==> config.mk <==
export PLATFORM = sky130hd
export DESIGN_NAME = acc_top
export DESIGN_NICKNAME = d
export VERILOG_FILES = /design/src/hw/acc_pkg.sv /design/src/hw/acc_top.sv
export SDC_FILE = /design/constraint.sdc
export NUM_CORES = 1
export LEC_CHECK = 0
export ABC_AREA = 0
export ABC_CLOCK_PERIOD_IN_PS = 2100
export BUFFER_PORTS_ARGS = -buffer_cell sky130_fd_sc_hd__buf_2
export CAP_MARGIN = 25
export CORE_MARGIN = 5
export CORE_UTILIZATION = 47
export CTS_CLUSTER_DIAMETER = 150
export DETAILED_ROUTE_END_ITERATION = 16
export PLACE_DENSITY = 0.84
export SLEW_MARGIN = 20
export SYNTH_ARGS = -nofsm -noshare
export SYNTH_HDL_FRONTEND = slang
export SYNTH_SLANG_ARGS = --single-unit
export TNS_END_PERCENT = 50
==> constraint.sdc <==
create_clock -name sys_clk -period 2.1 [get_ports sys_clk]
set_input_delay 0.63 -clock sys_clk [delete_from_list [all_inputs] [get_ports sys_clk]]
set_output_delay 0.63 -clock sys_clk [all_outputs]
set_load 0.01 [all_outputs]
==> src/hw/acc_pkg.sv <==
// constants and register map of the analog comparator control block
// Functional notes
// RL1: negative input always from negative pin
// RL2: source 00/01 pin, 10 ladder, 11 reserved
// RL3: result optionally driven to output pin
// RL4: sense field picks level or edge interrupt
// RL5: sense 00 level, 01 fall, 10 rise, 11 both
// RL6: level polarity picks low or high level
// RL7: invert bit complements output before processing
// RL8: status register shows present output value
// RL9: raw status shows condition regardless of enable
// RL10: enable gates raw into masked status, irq
// RL11: ladder power bit 9 enables ladder
// RL12: disabled ladder gives ground reference
// RL13: range bit 8 selects 32R+8 or 24R
// RL14: four-bit tap field steers ladder mux
// RL15: software enables clock gate first
// RL16: software writes 0x30C for 1.65 V
// RL17: software writes 0x40C, waits, reads value
// RL18: registers sit at listed offsets
// RL19: software disables pad digital input buffer
// RL20: synchronise output, edge is change vs previous
// RL21: write one to masked bit clears raw
package acc_pkg;
    // --------------------------------------------------
    // register offsets
    // --------------------------------------------------
    localparam logic [7:0] OFS_MASKED  = 8'h00;
    localparam logic [7:0] OFS_RAW     = 8'h04;
    localparam logic [7:0] OFS_IRQ_EN  = 8'h08;
    localparam logic [7:0] OFS_REF_CTL = 8'h10;
    localparam logic [7:0] OFS_STATUS  = 8'h20;
    localparam logic [7:0] OFS_CTL     = 8'h24;
    // --------------------------------------------------
    // field positions
    // --------------------------------------------------
    localparam int IRQ_BIT      = 0;
    localparam int VALUE_BIT    = 1;
    localparam int REF_EN_BIT   = 9;
    localparam int RANGE_BIT    = 8;
    localparam int REF_TAP_LSB  = 0;
    localparam int CTL_PINO_BIT = 11;
    localparam int CTL_SRC_LSB  = 9;
    localparam int CTL_LVL_BIT  = 4;
    localparam int CTL_SNS_LSB  = 2;
    localparam int CTL_INV_BIT  = 1;
    // --------------------------------------------------
    // reset values and encodings
    // --------------------------------------------------
    localparam logic [31:0] REG_RESET  = 32'h0000_0000;
    localparam logic [1:0]  SRC_LADDER = 2'h2;
    localparam logic [1:0]  SNS_LEVEL  = 2'h0;
    localparam logic [1:0]  SNS_FALL   = 2'h1;
    localparam logic [1:0]  SNS_RISE   = 2'h2;
    localparam logic [1:0]  SNS_BOTH   = 2'h3;
    localparam logic [3:0]  TAP_RESET  = 4'h0;
endpackage : acc_pkg

==> src/hw/acc_top.sv <==
// analog comparator control: registers, input routing, interrupt sensing
//
// The strobed register port was chosen for this implementation.
module acc_top
    import acc_pkg::*;
(
    input  wire logic        sys_clk,
    input  wire logic        reset,
    input  wire logic [7:0]  reg_addr,
    input  wire logic [31:0] reg_wdata,
    input  wire logic        reg_wr,
    input  wire logic        reg_rd,
    output logic      [31:0] reg_rdata,
    input  wire logic        comparator_result,
    output logic             negative_from_pin,
    output logic             positive_from_ladder,
    output logic             ladder_power,
    output logic             ladder_range,
    output logic      [3:0]  ladder_tap,
    output logic             comparator_output_pin_o,
    output logic             comparator_output_pin_oe,
    output logic             cmp_irq
);
    // --------------------------------------------------
    // state
    // --------------------------------------------------
    logic        sync1_ff;
    logic        sync2_ff;
    logic        prev_ff;
    logic [1:0]  src_ff;
    logic [1:0]  sense_ff;
    logic        lvl_ff;
    logic        inv_ff;
    logic        pino_ff;
    logic        ref_en_ff;
    logic        range_ff;
    logic [3:0]  tap_ff;
    logic        irq_en_ff;
    logic        raw_ff;
    logic [31:0] rdata_ff;
    logic        neg_ff;
    logic        pos_ff;
    logic        pwr_ff;
    logic        rngo_ff;
    logic [3:0]  tapo_ff;
    logic        pin_ff;
    logic        pin_oe_ff;
    logic        irq_ff;

    logic        nxt_sync1;
    logic        nxt_sync2;
    logic        nxt_prev;
    logic [1:0]  nxt_src;
    logic [1:0]  nxt_sense;
    logic        nxt_lvl;
    logic        nxt_inv;
    logic        nxt_pino;
    logic        nxt_ref_en;
    logic        nxt_range;
    logic [3:0]  nxt_tap;
    logic        nxt_irq_en;
    logic        nxt_raw;
    logic [31:0] nxt_rdata;
    logic        nxt_neg;
    logic        nxt_pos;
    logic        nxt_pwr;
    logic        nxt_rngo;
    logic [3:0]  nxt_tapo;
    logic        nxt_pin;
    logic        nxt_pin_oe;
    logic        nxt_irq;

    logic        proc_val;
    logic        rise;
    logic        fall;
    logic        event_set;
    logic        wr_ctl;
    logic        wr_ref;
    logic        wr_clr;

    // --------------------------------------------------
    // input conditioning
    // --------------------------------------------------
    // inversion sits after the synchroniser, so a toggle of
    // the invert bit looks like an edge; software masks first
    always_comb
    begin
        nxt_sync1 = comparator_result;
        nxt_sync2 = sync1_ff;                   // see RL20
        proc_val  = sync2_ff ^ inv_ff;          // see RL7
        nxt_prev  = proc_val;
        rise      = proc_val & ~prev_ff;        // see RL20
        fall      = ~proc_val & prev_ff;
    end

    // --------------------------------------------------
    // interrupt sensing
    // --------------------------------------------------
    always_comb
    begin
        case (sense_ff)                         // see RL4
            SNS_LEVEL: event_set = (proc_val == lvl_ff); // see RL6
            SNS_FALL:  event_set = fall;        // see RL5
            SNS_RISE:  event_set = rise;
            SNS_BOTH:  event_set = rise | fall;
            default:   event_set = 1'h0;
        endcase
        wr_clr  = reg_wr && (reg_addr == OFS_MASKED)
                  && reg_wdata[IRQ_BIT];
        // a new event in the clear cycle wins
        nxt_raw = event_set | (raw_ff & ~wr_clr); // see RL21
        nxt_irq = raw_ff & irq_en_ff;           // see RL10
    end

    // --------------------------------------------------
    // register writes
    // --------------------------------------------------
    always_comb
    begin
        wr_ctl     = reg_wr && (reg_addr == OFS_CTL);
        wr_ref     = reg_wr && (reg_addr == OFS_REF_CTL);
        nxt_src    = src_ff;
        nxt_sense  = sense_ff;
        nxt_lvl    = lvl_ff;
        nxt_inv    = inv_ff;
        nxt_pino   = pino_ff;
        nxt_ref_en = ref_en_ff;
        nxt_range  = range_ff;
        nxt_tap    = tap_ff;
        nxt_irq_en = irq_en_ff;
        if (wr_ctl)
        begin
            nxt_src   = reg_wdata[CTL_SRC_LSB +: 2];
            nxt_sense = reg_wdata[CTL_SNS_LSB +: 2];
            nxt_lvl   = reg_wdata[CTL_LVL_BIT];
            nxt_inv   = reg_wdata[CTL_INV_BIT];
            nxt_pino  = reg_wdata[CTL_PINO_BIT];
        end
        else if (wr_ref)
        begin
            nxt_ref_en = reg_wdata[REF_EN_BIT];  // see RL11
            nxt_range  = reg_wdata[RANGE_BIT];   // see RL13
            nxt_tap    = reg_wdata[REF_TAP_LSB +: 4]; // see RL14
        end
        else if (reg_wr && (reg_addr == OFS_IRQ_EN))
        begin
            nxt_irq_en = reg_wdata[IRQ_BIT];
        end
    end

    // --------------------------------------------------
    // register reads
    // --------------------------------------------------
    always_comb
    begin
        nxt_rdata = REG_RESET;
        if (!reg_rd)
        begin
            nxt_rdata = REG_RESET;
        end
        else if (reg_addr == OFS_MASKED)        // see RL18
        begin
            nxt_rdata[IRQ_BIT] = raw_ff & irq_en_ff; // see RL10
        end
        else if (reg_addr == OFS_RAW)
        begin
            nxt_rdata[IRQ_BIT] = raw_ff;        // see RL9
        end
        else if (reg_addr == OFS_IRQ_EN)
        begin
            nxt_rdata[IRQ_BIT] = irq_en_ff;
        end
        else if (reg_addr == OFS_REF_CTL)
        begin
            nxt_rdata[REF_EN_BIT]       = ref_en_ff;
            nxt_rdata[RANGE_BIT]        = range_ff;
            nxt_rdata[REF_TAP_LSB +: 4] = tap_ff;
        end
        else if (reg_addr == OFS_STATUS)
        begin
            nxt_rdata[VALUE_BIT] = proc_val;    // see RL8
        end
        else if (reg_addr == OFS_CTL)
        begin
            nxt_rdata[CTL_SRC_LSB +: 2] = src_ff;
            nxt_rdata[CTL_SNS_LSB +: 2] = sense_ff;
            nxt_rdata[CTL_LVL_BIT]      = lvl_ff;
            nxt_rdata[CTL_INV_BIT]      = inv_ff;
            nxt_rdata[CTL_PINO_BIT]     = pino_ff;
        end
    end

    // --------------------------------------------------
    // analog steering outputs
    // --------------------------------------------------
    // with the ladder off the tap and range are forced to the
    // quietest ground setting, whatever software left there
    always_comb
    begin
        nxt_neg    = 1'h1;                      // see RL1
        nxt_pos    = (src_ff == SRC_LADDER);    // see RL2
        nxt_pwr    = ref_en_ff;                 // see RL11
        nxt_rngo   = ref_en_ff ? range_ff : 1'h1; // see RL12
        nxt_tapo   = ref_en_ff ? tap_ff : TAP_RESET; // see RL12
        nxt_pin    = pino_ff & proc_val;        // see RL3
        nxt_pin_oe = pino_ff;                   // see RL3
    end

    // --------------------------------------------------
    // flip-flops
    // --------------------------------------------------
    always_ff @(posedge sys_clk)
    begin
        if (reset)
        begin
            sync1_ff  <= 1'h0;
            sync2_ff  <= 1'h0;
            prev_ff   <= 1'h0;
            src_ff    <= 2'h0;
            sense_ff  <= SNS_LEVEL;
            lvl_ff    <= 1'h0;
            inv_ff    <= 1'h0;
            pino_ff   <= 1'h0;
            ref_en_ff <= 1'h0;
            range_ff  <= 1'h0;
            tap_ff    <= TAP_RESET;
            irq_en_ff <= 1'h0;
            raw_ff    <= 1'h0;
            rdata_ff  <= REG_RESET;
            neg_ff    <= 1'h1;
            pos_ff    <= 1'h0;
            pwr_ff    <= 1'h0;
            rngo_ff   <= 1'h1;
            tapo_ff   <= TAP_RESET;
            pin_ff    <= 1'h0;
            pin_oe_ff <= 1'h0;
            irq_ff    <= 1'h0;
        end
        else
        begin
            sync1_ff  <= nxt_sync1;
            sync2_ff  <= nxt_sync2;
            prev_ff   <= nxt_prev;
            src_ff    <= nxt_src;
            sense_ff  <= nxt_sense;
            lvl_ff    <= nxt_lvl;
            inv_ff    <= nxt_inv;
            pino_ff   <= nxt_pino;
            ref_en_ff <= nxt_ref_en;
            range_ff  <= nxt_range;
            tap_ff    <= nxt_tap;
            irq_en_ff <= nxt_irq_en;
            raw_ff    <= nxt_raw;
            rdata_ff  <= nxt_rdata;
            neg_ff    <= nxt_neg;
            pos_ff    <= nxt_pos;
            pwr_ff    <= nxt_pwr;
            rngo_ff   <= nxt_rngo;
            tapo_ff   <= nxt_tapo;
            pin_ff    <= nxt_pin;
            pin_oe_ff <= nxt_pin_oe;
            irq_ff    <= nxt_irq;
        end
    end

    assign reg_rdata                = rdata_ff;
    assign negative_from_pin        = neg_ff;
    assign positive_from_ladder     = pos_ff;
    assign ladder_power             = pwr_ff;
    assign ladder_range             = rngo_ff;
    assign ladder_tap               = tapo_ff;
    assign comparator_output_pin_o  = pin_ff;
    assign comparator_output_pin_oe = pin_oe_ff;
    assign cmp_irq                  = irq_ff;
endmodule : acc_top

Yosys cells after proc, flatten, opt, wreduce, memory -nomap -nowiden:

Cells that the tools add are included.

* output and inout bits: 43
* logic and storage cells: 78
* latch bits: 0
* memory bits (writable): 0
* memories: 0
* bits in read-only memories: 0
* register bits after elaboration: 60

* $lt $le $gt $ge: 0
* multipliers: 0
* eq/ne operators: 10
* reductions and logical operators: 14
* shift-type cells: 0
* muxes and demuxes: 12
* bitwise operators: 17
* div/mod/pow operators: 0
* add/subtract/negate cells: 0

Operators with widths (number)
* $eq 8x6->1 const B: 2
* $mux 3: 4
* $not 1->1: 9
* $eq 8x3->1 const B: 1
* $eq 8x4->1 const B: 1
* $eq 8x5->1 const B: 1
* $logic_not 8->1: 1
* $reduce_or 8->1: 1
* $eq 2x2->1 const B: 3
* $mux 1: 6
* $reduce_or 6->1: 1
* $and 1x1->1: 5
* $logic_and 1x1->1: 5
* $reduce_or 5->1: 1
* $mux 4: 1
* $pmux 1 s4: 1
* $reduce_or 2->1: 2
* $reduce_and 3->1: 1
* $eq 2x1->1 const B: 1
* $logic_not 2->1: 1
* $or 1x1->1: 2
* $reduce_and 2->1: 1
* $eq 1x1->1: 1
* $xor 1x1->1: 1

Depth between registers and ports, before layout:

* word-level depth: 6
* depth in mapped cells: 7
* depth with buffers taken out: 7

Worst setup path after synthesis:

OpenSTA, ideal clock, no wires.

* path type: input to register
* start point: in reg_addr[1]
* end point: reg ref_en_ff (netlist: nxt_pwr)
* buffers on the path: 0
* slack: 0.537 ns
* arrival: 1.436 ns
* cell stages on the path: 4
* path through: nor4_4 -> nand4_4 -> mux2i_1 -> nor2_1

* cells in the longest elaborated chain, start to end: 4
* elaborated cells between the ends (all ways): 6
* those cells by class: eq/ne (2); bitwise (1); reduce/logical (3)

RTL lines
* start, declared: line acc_top.sv:9 `input wire logic [7:0] reg_addr,`
* $eq 8x6->1: line acc_top.sv:120 `wr_ctl = reg_wr && (reg_addr == OFS_CTL);`
* $logic_and 1x1->1: line acc_top.sv:120
* $not 1->1 (no line)
* $reduce_and 2->1 (no line) (*)
* end signal, assigned: line acc_top.sv:249 `ref_en_ff <= nxt_ref_en;`
* end, declared: line acc_top.sv:35 `logic ref_en_ff;`

Every way passes the cells marked *; elsewhere a longest branch is shown, timed or not.
A chain may end at the register's enable or synchronous reset.

Worst setup path after layout:

* start point: reg inv_ff
* end point: reg raw_ff

* cells in the longest elaborated chain, start to end: 6
* elaborated cells between the ends (all ways): 8
* those cells by class: eq/ne (1); mux (1); bitwise (6)

RTL lines
* start, declared: line acc_top.sv:33 `logic inv_ff;`
* start signal, assigned: line acc_top.sv:247 `inv_ff <= nxt_inv;`
* $xor 1x1->1 (*): line acc_top.sv:90 `proc_val = sync2_ff ^ inv_ff;`
* via nxt_prev: line acc_top.sv:52 `logic nxt_prev;`
* $not 1->1: line acc_top.sv:93 `fall = ~proc_val & prev_ff;`
* $and 1x1->1: line acc_top.sv:93
* $or 1x1->1: line acc_top.sv:105 `SNS_BOTH: event_set = rise | fall;`
* $pmux 1 s4 (*): line acc_top.sv:101 `case (sense_ff)`
* $or 1x1->1 (*): line acc_top.sv:111 `nxt_raw = event_set | (raw_ff & ~wr_clr);`
* end signal, assigned: line acc_top.sv:253 `raw_ff <= nxt_raw;`
* end, declared: line acc_top.sv:39 `logic raw_ff;`

The timed path passes the listed nets; every way through them passes the cells marked *.

==> metrics.csv <==
metric;value;unit
Max stage delay cell, worst path;xnor2_1;
reg2reg path depth;6;
initial cell density of the core;0.4878;
Max Cap Viol;0;
largest net degree at the start of global routing;23;
cts bufs inserted;5;
Min-Delay Path Class;flip-flop to flip-flop;
CTS resizes;0;
nets;246;
fin. max-slew vios;0;
ys async rst share;0;
Synth Cell Area;1628;um2
final hold vios;0;
I/O Pins;88;
Port Buffers;40;
CP cell instances;xnor2_1 -> inv_1 -> ha_1 -> mux2i_1 -> a22oi_1 -> a21oi_1;
Placer Congestion;0.8744;
ANT cells;0;
Cells after Synth;155;
DP Wirelength;2.217;mm
clock-pin slew on the worst setup and hold paths;0.11;ns
Crit Path Category;flip-flop to flip-flop;
root buf cell;clkbuf_4;
DR vias/cell;4.699;
status;complete, no violations;
Post-CTS Hold Buffers;0;
GRT overflow;0;
share of cells above drive strength 1;0.2950;
VDD IR-drop max;0.0002265;V
top_reg_cell synth;dfxtp_1;
Tmin final;1.584;ns
clk buf depth;2;
die area;4740;um2
CTS tree;done;
Non-Filler Instances;246;
placed instance area;1788;um2
ranking of synthesized cells by area;dfxtp_1 (46%), buf_4 (11%), mux2i_1 (9.2%);
Setup Fix Bufs, Post-CTS;0;
Static Leak;0.9268;nW
DRC;0;
clock sink total;37;
Levels on crit path;6;
Pwr per Cell Area;642.0;nW/um2
Yosys top cell area share;0.4550;
# placed instances;238;
number of synthesized flops with an enable pin;0;
drt initial violations;72;
All-Layer GR Usage;0.1280;
hold path start;nxt_sync2;
via count;1156;
final hold slack;0.4520;ns
CP endpoint kind;flip-flop;
Worst setup SP type;flip-flop;
r2r startpoint;inv_ff;
# setup viols final;0;
synthesized area per cell;10.50;um2
Post-synth top cells;dfxtp_1 (37), buf_4 (24), nor2_1 (17), mux2i_1 (15), and2_1 (8);
clock skew;0.009886;ns
Yosys cell types;35;
DRT antenna net count;0;
first-pass GRT wire length;4.457;mm
Finished Cell Area;1853;um2
initial antenna violation count;0;
Worst-Skew Late Latency;0.33;ns
Buf/Inv on CP;1;
Die Width;68.85;um
Top delay family on crit path;XOR/XNOR gates;
register area share after synthesis;0.4550;
Crit Path Max Fanout;5;
R2R Path End;raw_ff;
max incr delay on CP;0.42;ns
Core Area;3337;um2
Power Total;1.190;mW
DR WL/cell;11.87;um
period utilisation layout;0.7541;
FF+latch count, synth;37;
WL final;2.921;mm
Fin Setup TNS;0;ns
row cnt;21;
Worst R2R Setup Slack;0.52;ns
Hold Path Depth;1;
top-count cell post-synth;dfxtp_1;
Data arrival, critical path;1.86;ns
vias in the first global route;1020;
YS warnings;0;
htree depth;2;
Layout area overhead;13.84;%
Die Y;68.85;um
RSZ-0062 raised after global routing;false;
WHS Endpoint;sync2_ff;
DRT Pass-1 Iters;4;
largest area contributor in the netlist;dfxtp_1;
Max Clock Freq;631.5;MHz
critical path data required time;2.37;ns
-- routing by layer --
layer / share of wire / wire length [um] / vias to the layer above / GRT usage
met4: 0.019 / 55 / 0 / 0.06083
li1: - / - / 566 / -
met3: 0.11 / 317 / 7 / 0.04052
met2: 0.51 / 1488 / 50 / 0.2226
met1: 0.36 / 1059 / 533 / 0.1403
met5: 0 / 0 / - / 0
-- layout make-up --
cell class              instances  area, um2
fillers                       296       1484
clock buffers                   6      51.30
clock inverters                 2      13.76
inverters                       5      18.77
repair buffers                 41      207.7
multi-input cells             109      763.2
well taps                      46      57.56
flip-flops and latches         37      740.7
-- state kept, by name (all words and copies together) (netlist names), 2 cells and up --
name and cells:
ladder_tap 4, sense_ff 2, tap_ff 4, src_ff 2, reg_rdata 9
-- power breakdown --
group	internal, mW	switching, mW	total, mW
Sequential	0.705	0.00242	0.708
Clock	0.163	0.224	0.387
Combinational	0.0289	0.0655	0.0944
-- placed cells by master (no fill, tap or decap), types with 2 or more instances in the layout --
master    instances
a21oi_1           2
xnor2_1           2
dfxtp_1          37
nor4_4            2
nor2b_1           5
nand2b_1          3
ha_1              2
nor2_1           17
conb_1           24
clkbuf_4          5
buf_2            40
and2_1            8
nand2_1           2
a22o_1            3
inv_1             5
mux2i_1          15
nor3_2            2
nand4_4           2
nand3_1           2
nand4_1           3
-- cells by family (layout without fill, tap and decap cells) --
| logic type | count (synthesis) | count (layout) | synth area share |
|---|---|---|---|
| xor gates and xnor gates | 3 | 3 | 0.01614 |
| AOI/OAI and AO/OA | 13 | 13 | 0.06073 |
| muxes | 15 | 15 | 0.09223 |
| and+or+nand+nor | 52 | 52 | 0.2291 |
| adders and majority gates | 2 | 2 | 0.01537 |
| buffers and inverters | 31 | 54 | 0.1268 |
| DFF | 37 | 37 | 0.4550 |
| other | 2 | 24 | 0.004614 |
-- through the flow --
stage / setup slack (ns) / utilization
after floorplan: 0.5366 / -
after global placement: 0.2824 / 0.5358
after detailed placement: 0.2294 / 0.5358
after CTS: 0.5069 / 0.5553
after global routing: 0.3111 / 0.5553
final: 0.5165 / 0.5553
-- worst max path at each step --
stage	start	endpoint	slack [ns]
floorplan	reg_addr[1]	nxt_pwr	0.54
global placement	reg_addr[7]	inv_ff	0.28
detailed placement	reg_addr[1]	reg_rdata[2]	0.23
CTS	inv_ff	raw_ff	0.51
global route	inv_ff	raw_ff	0.31
finish	inv_ff	raw_ff	0.52
Note: power is estimated with default switching activity, not from simulation.
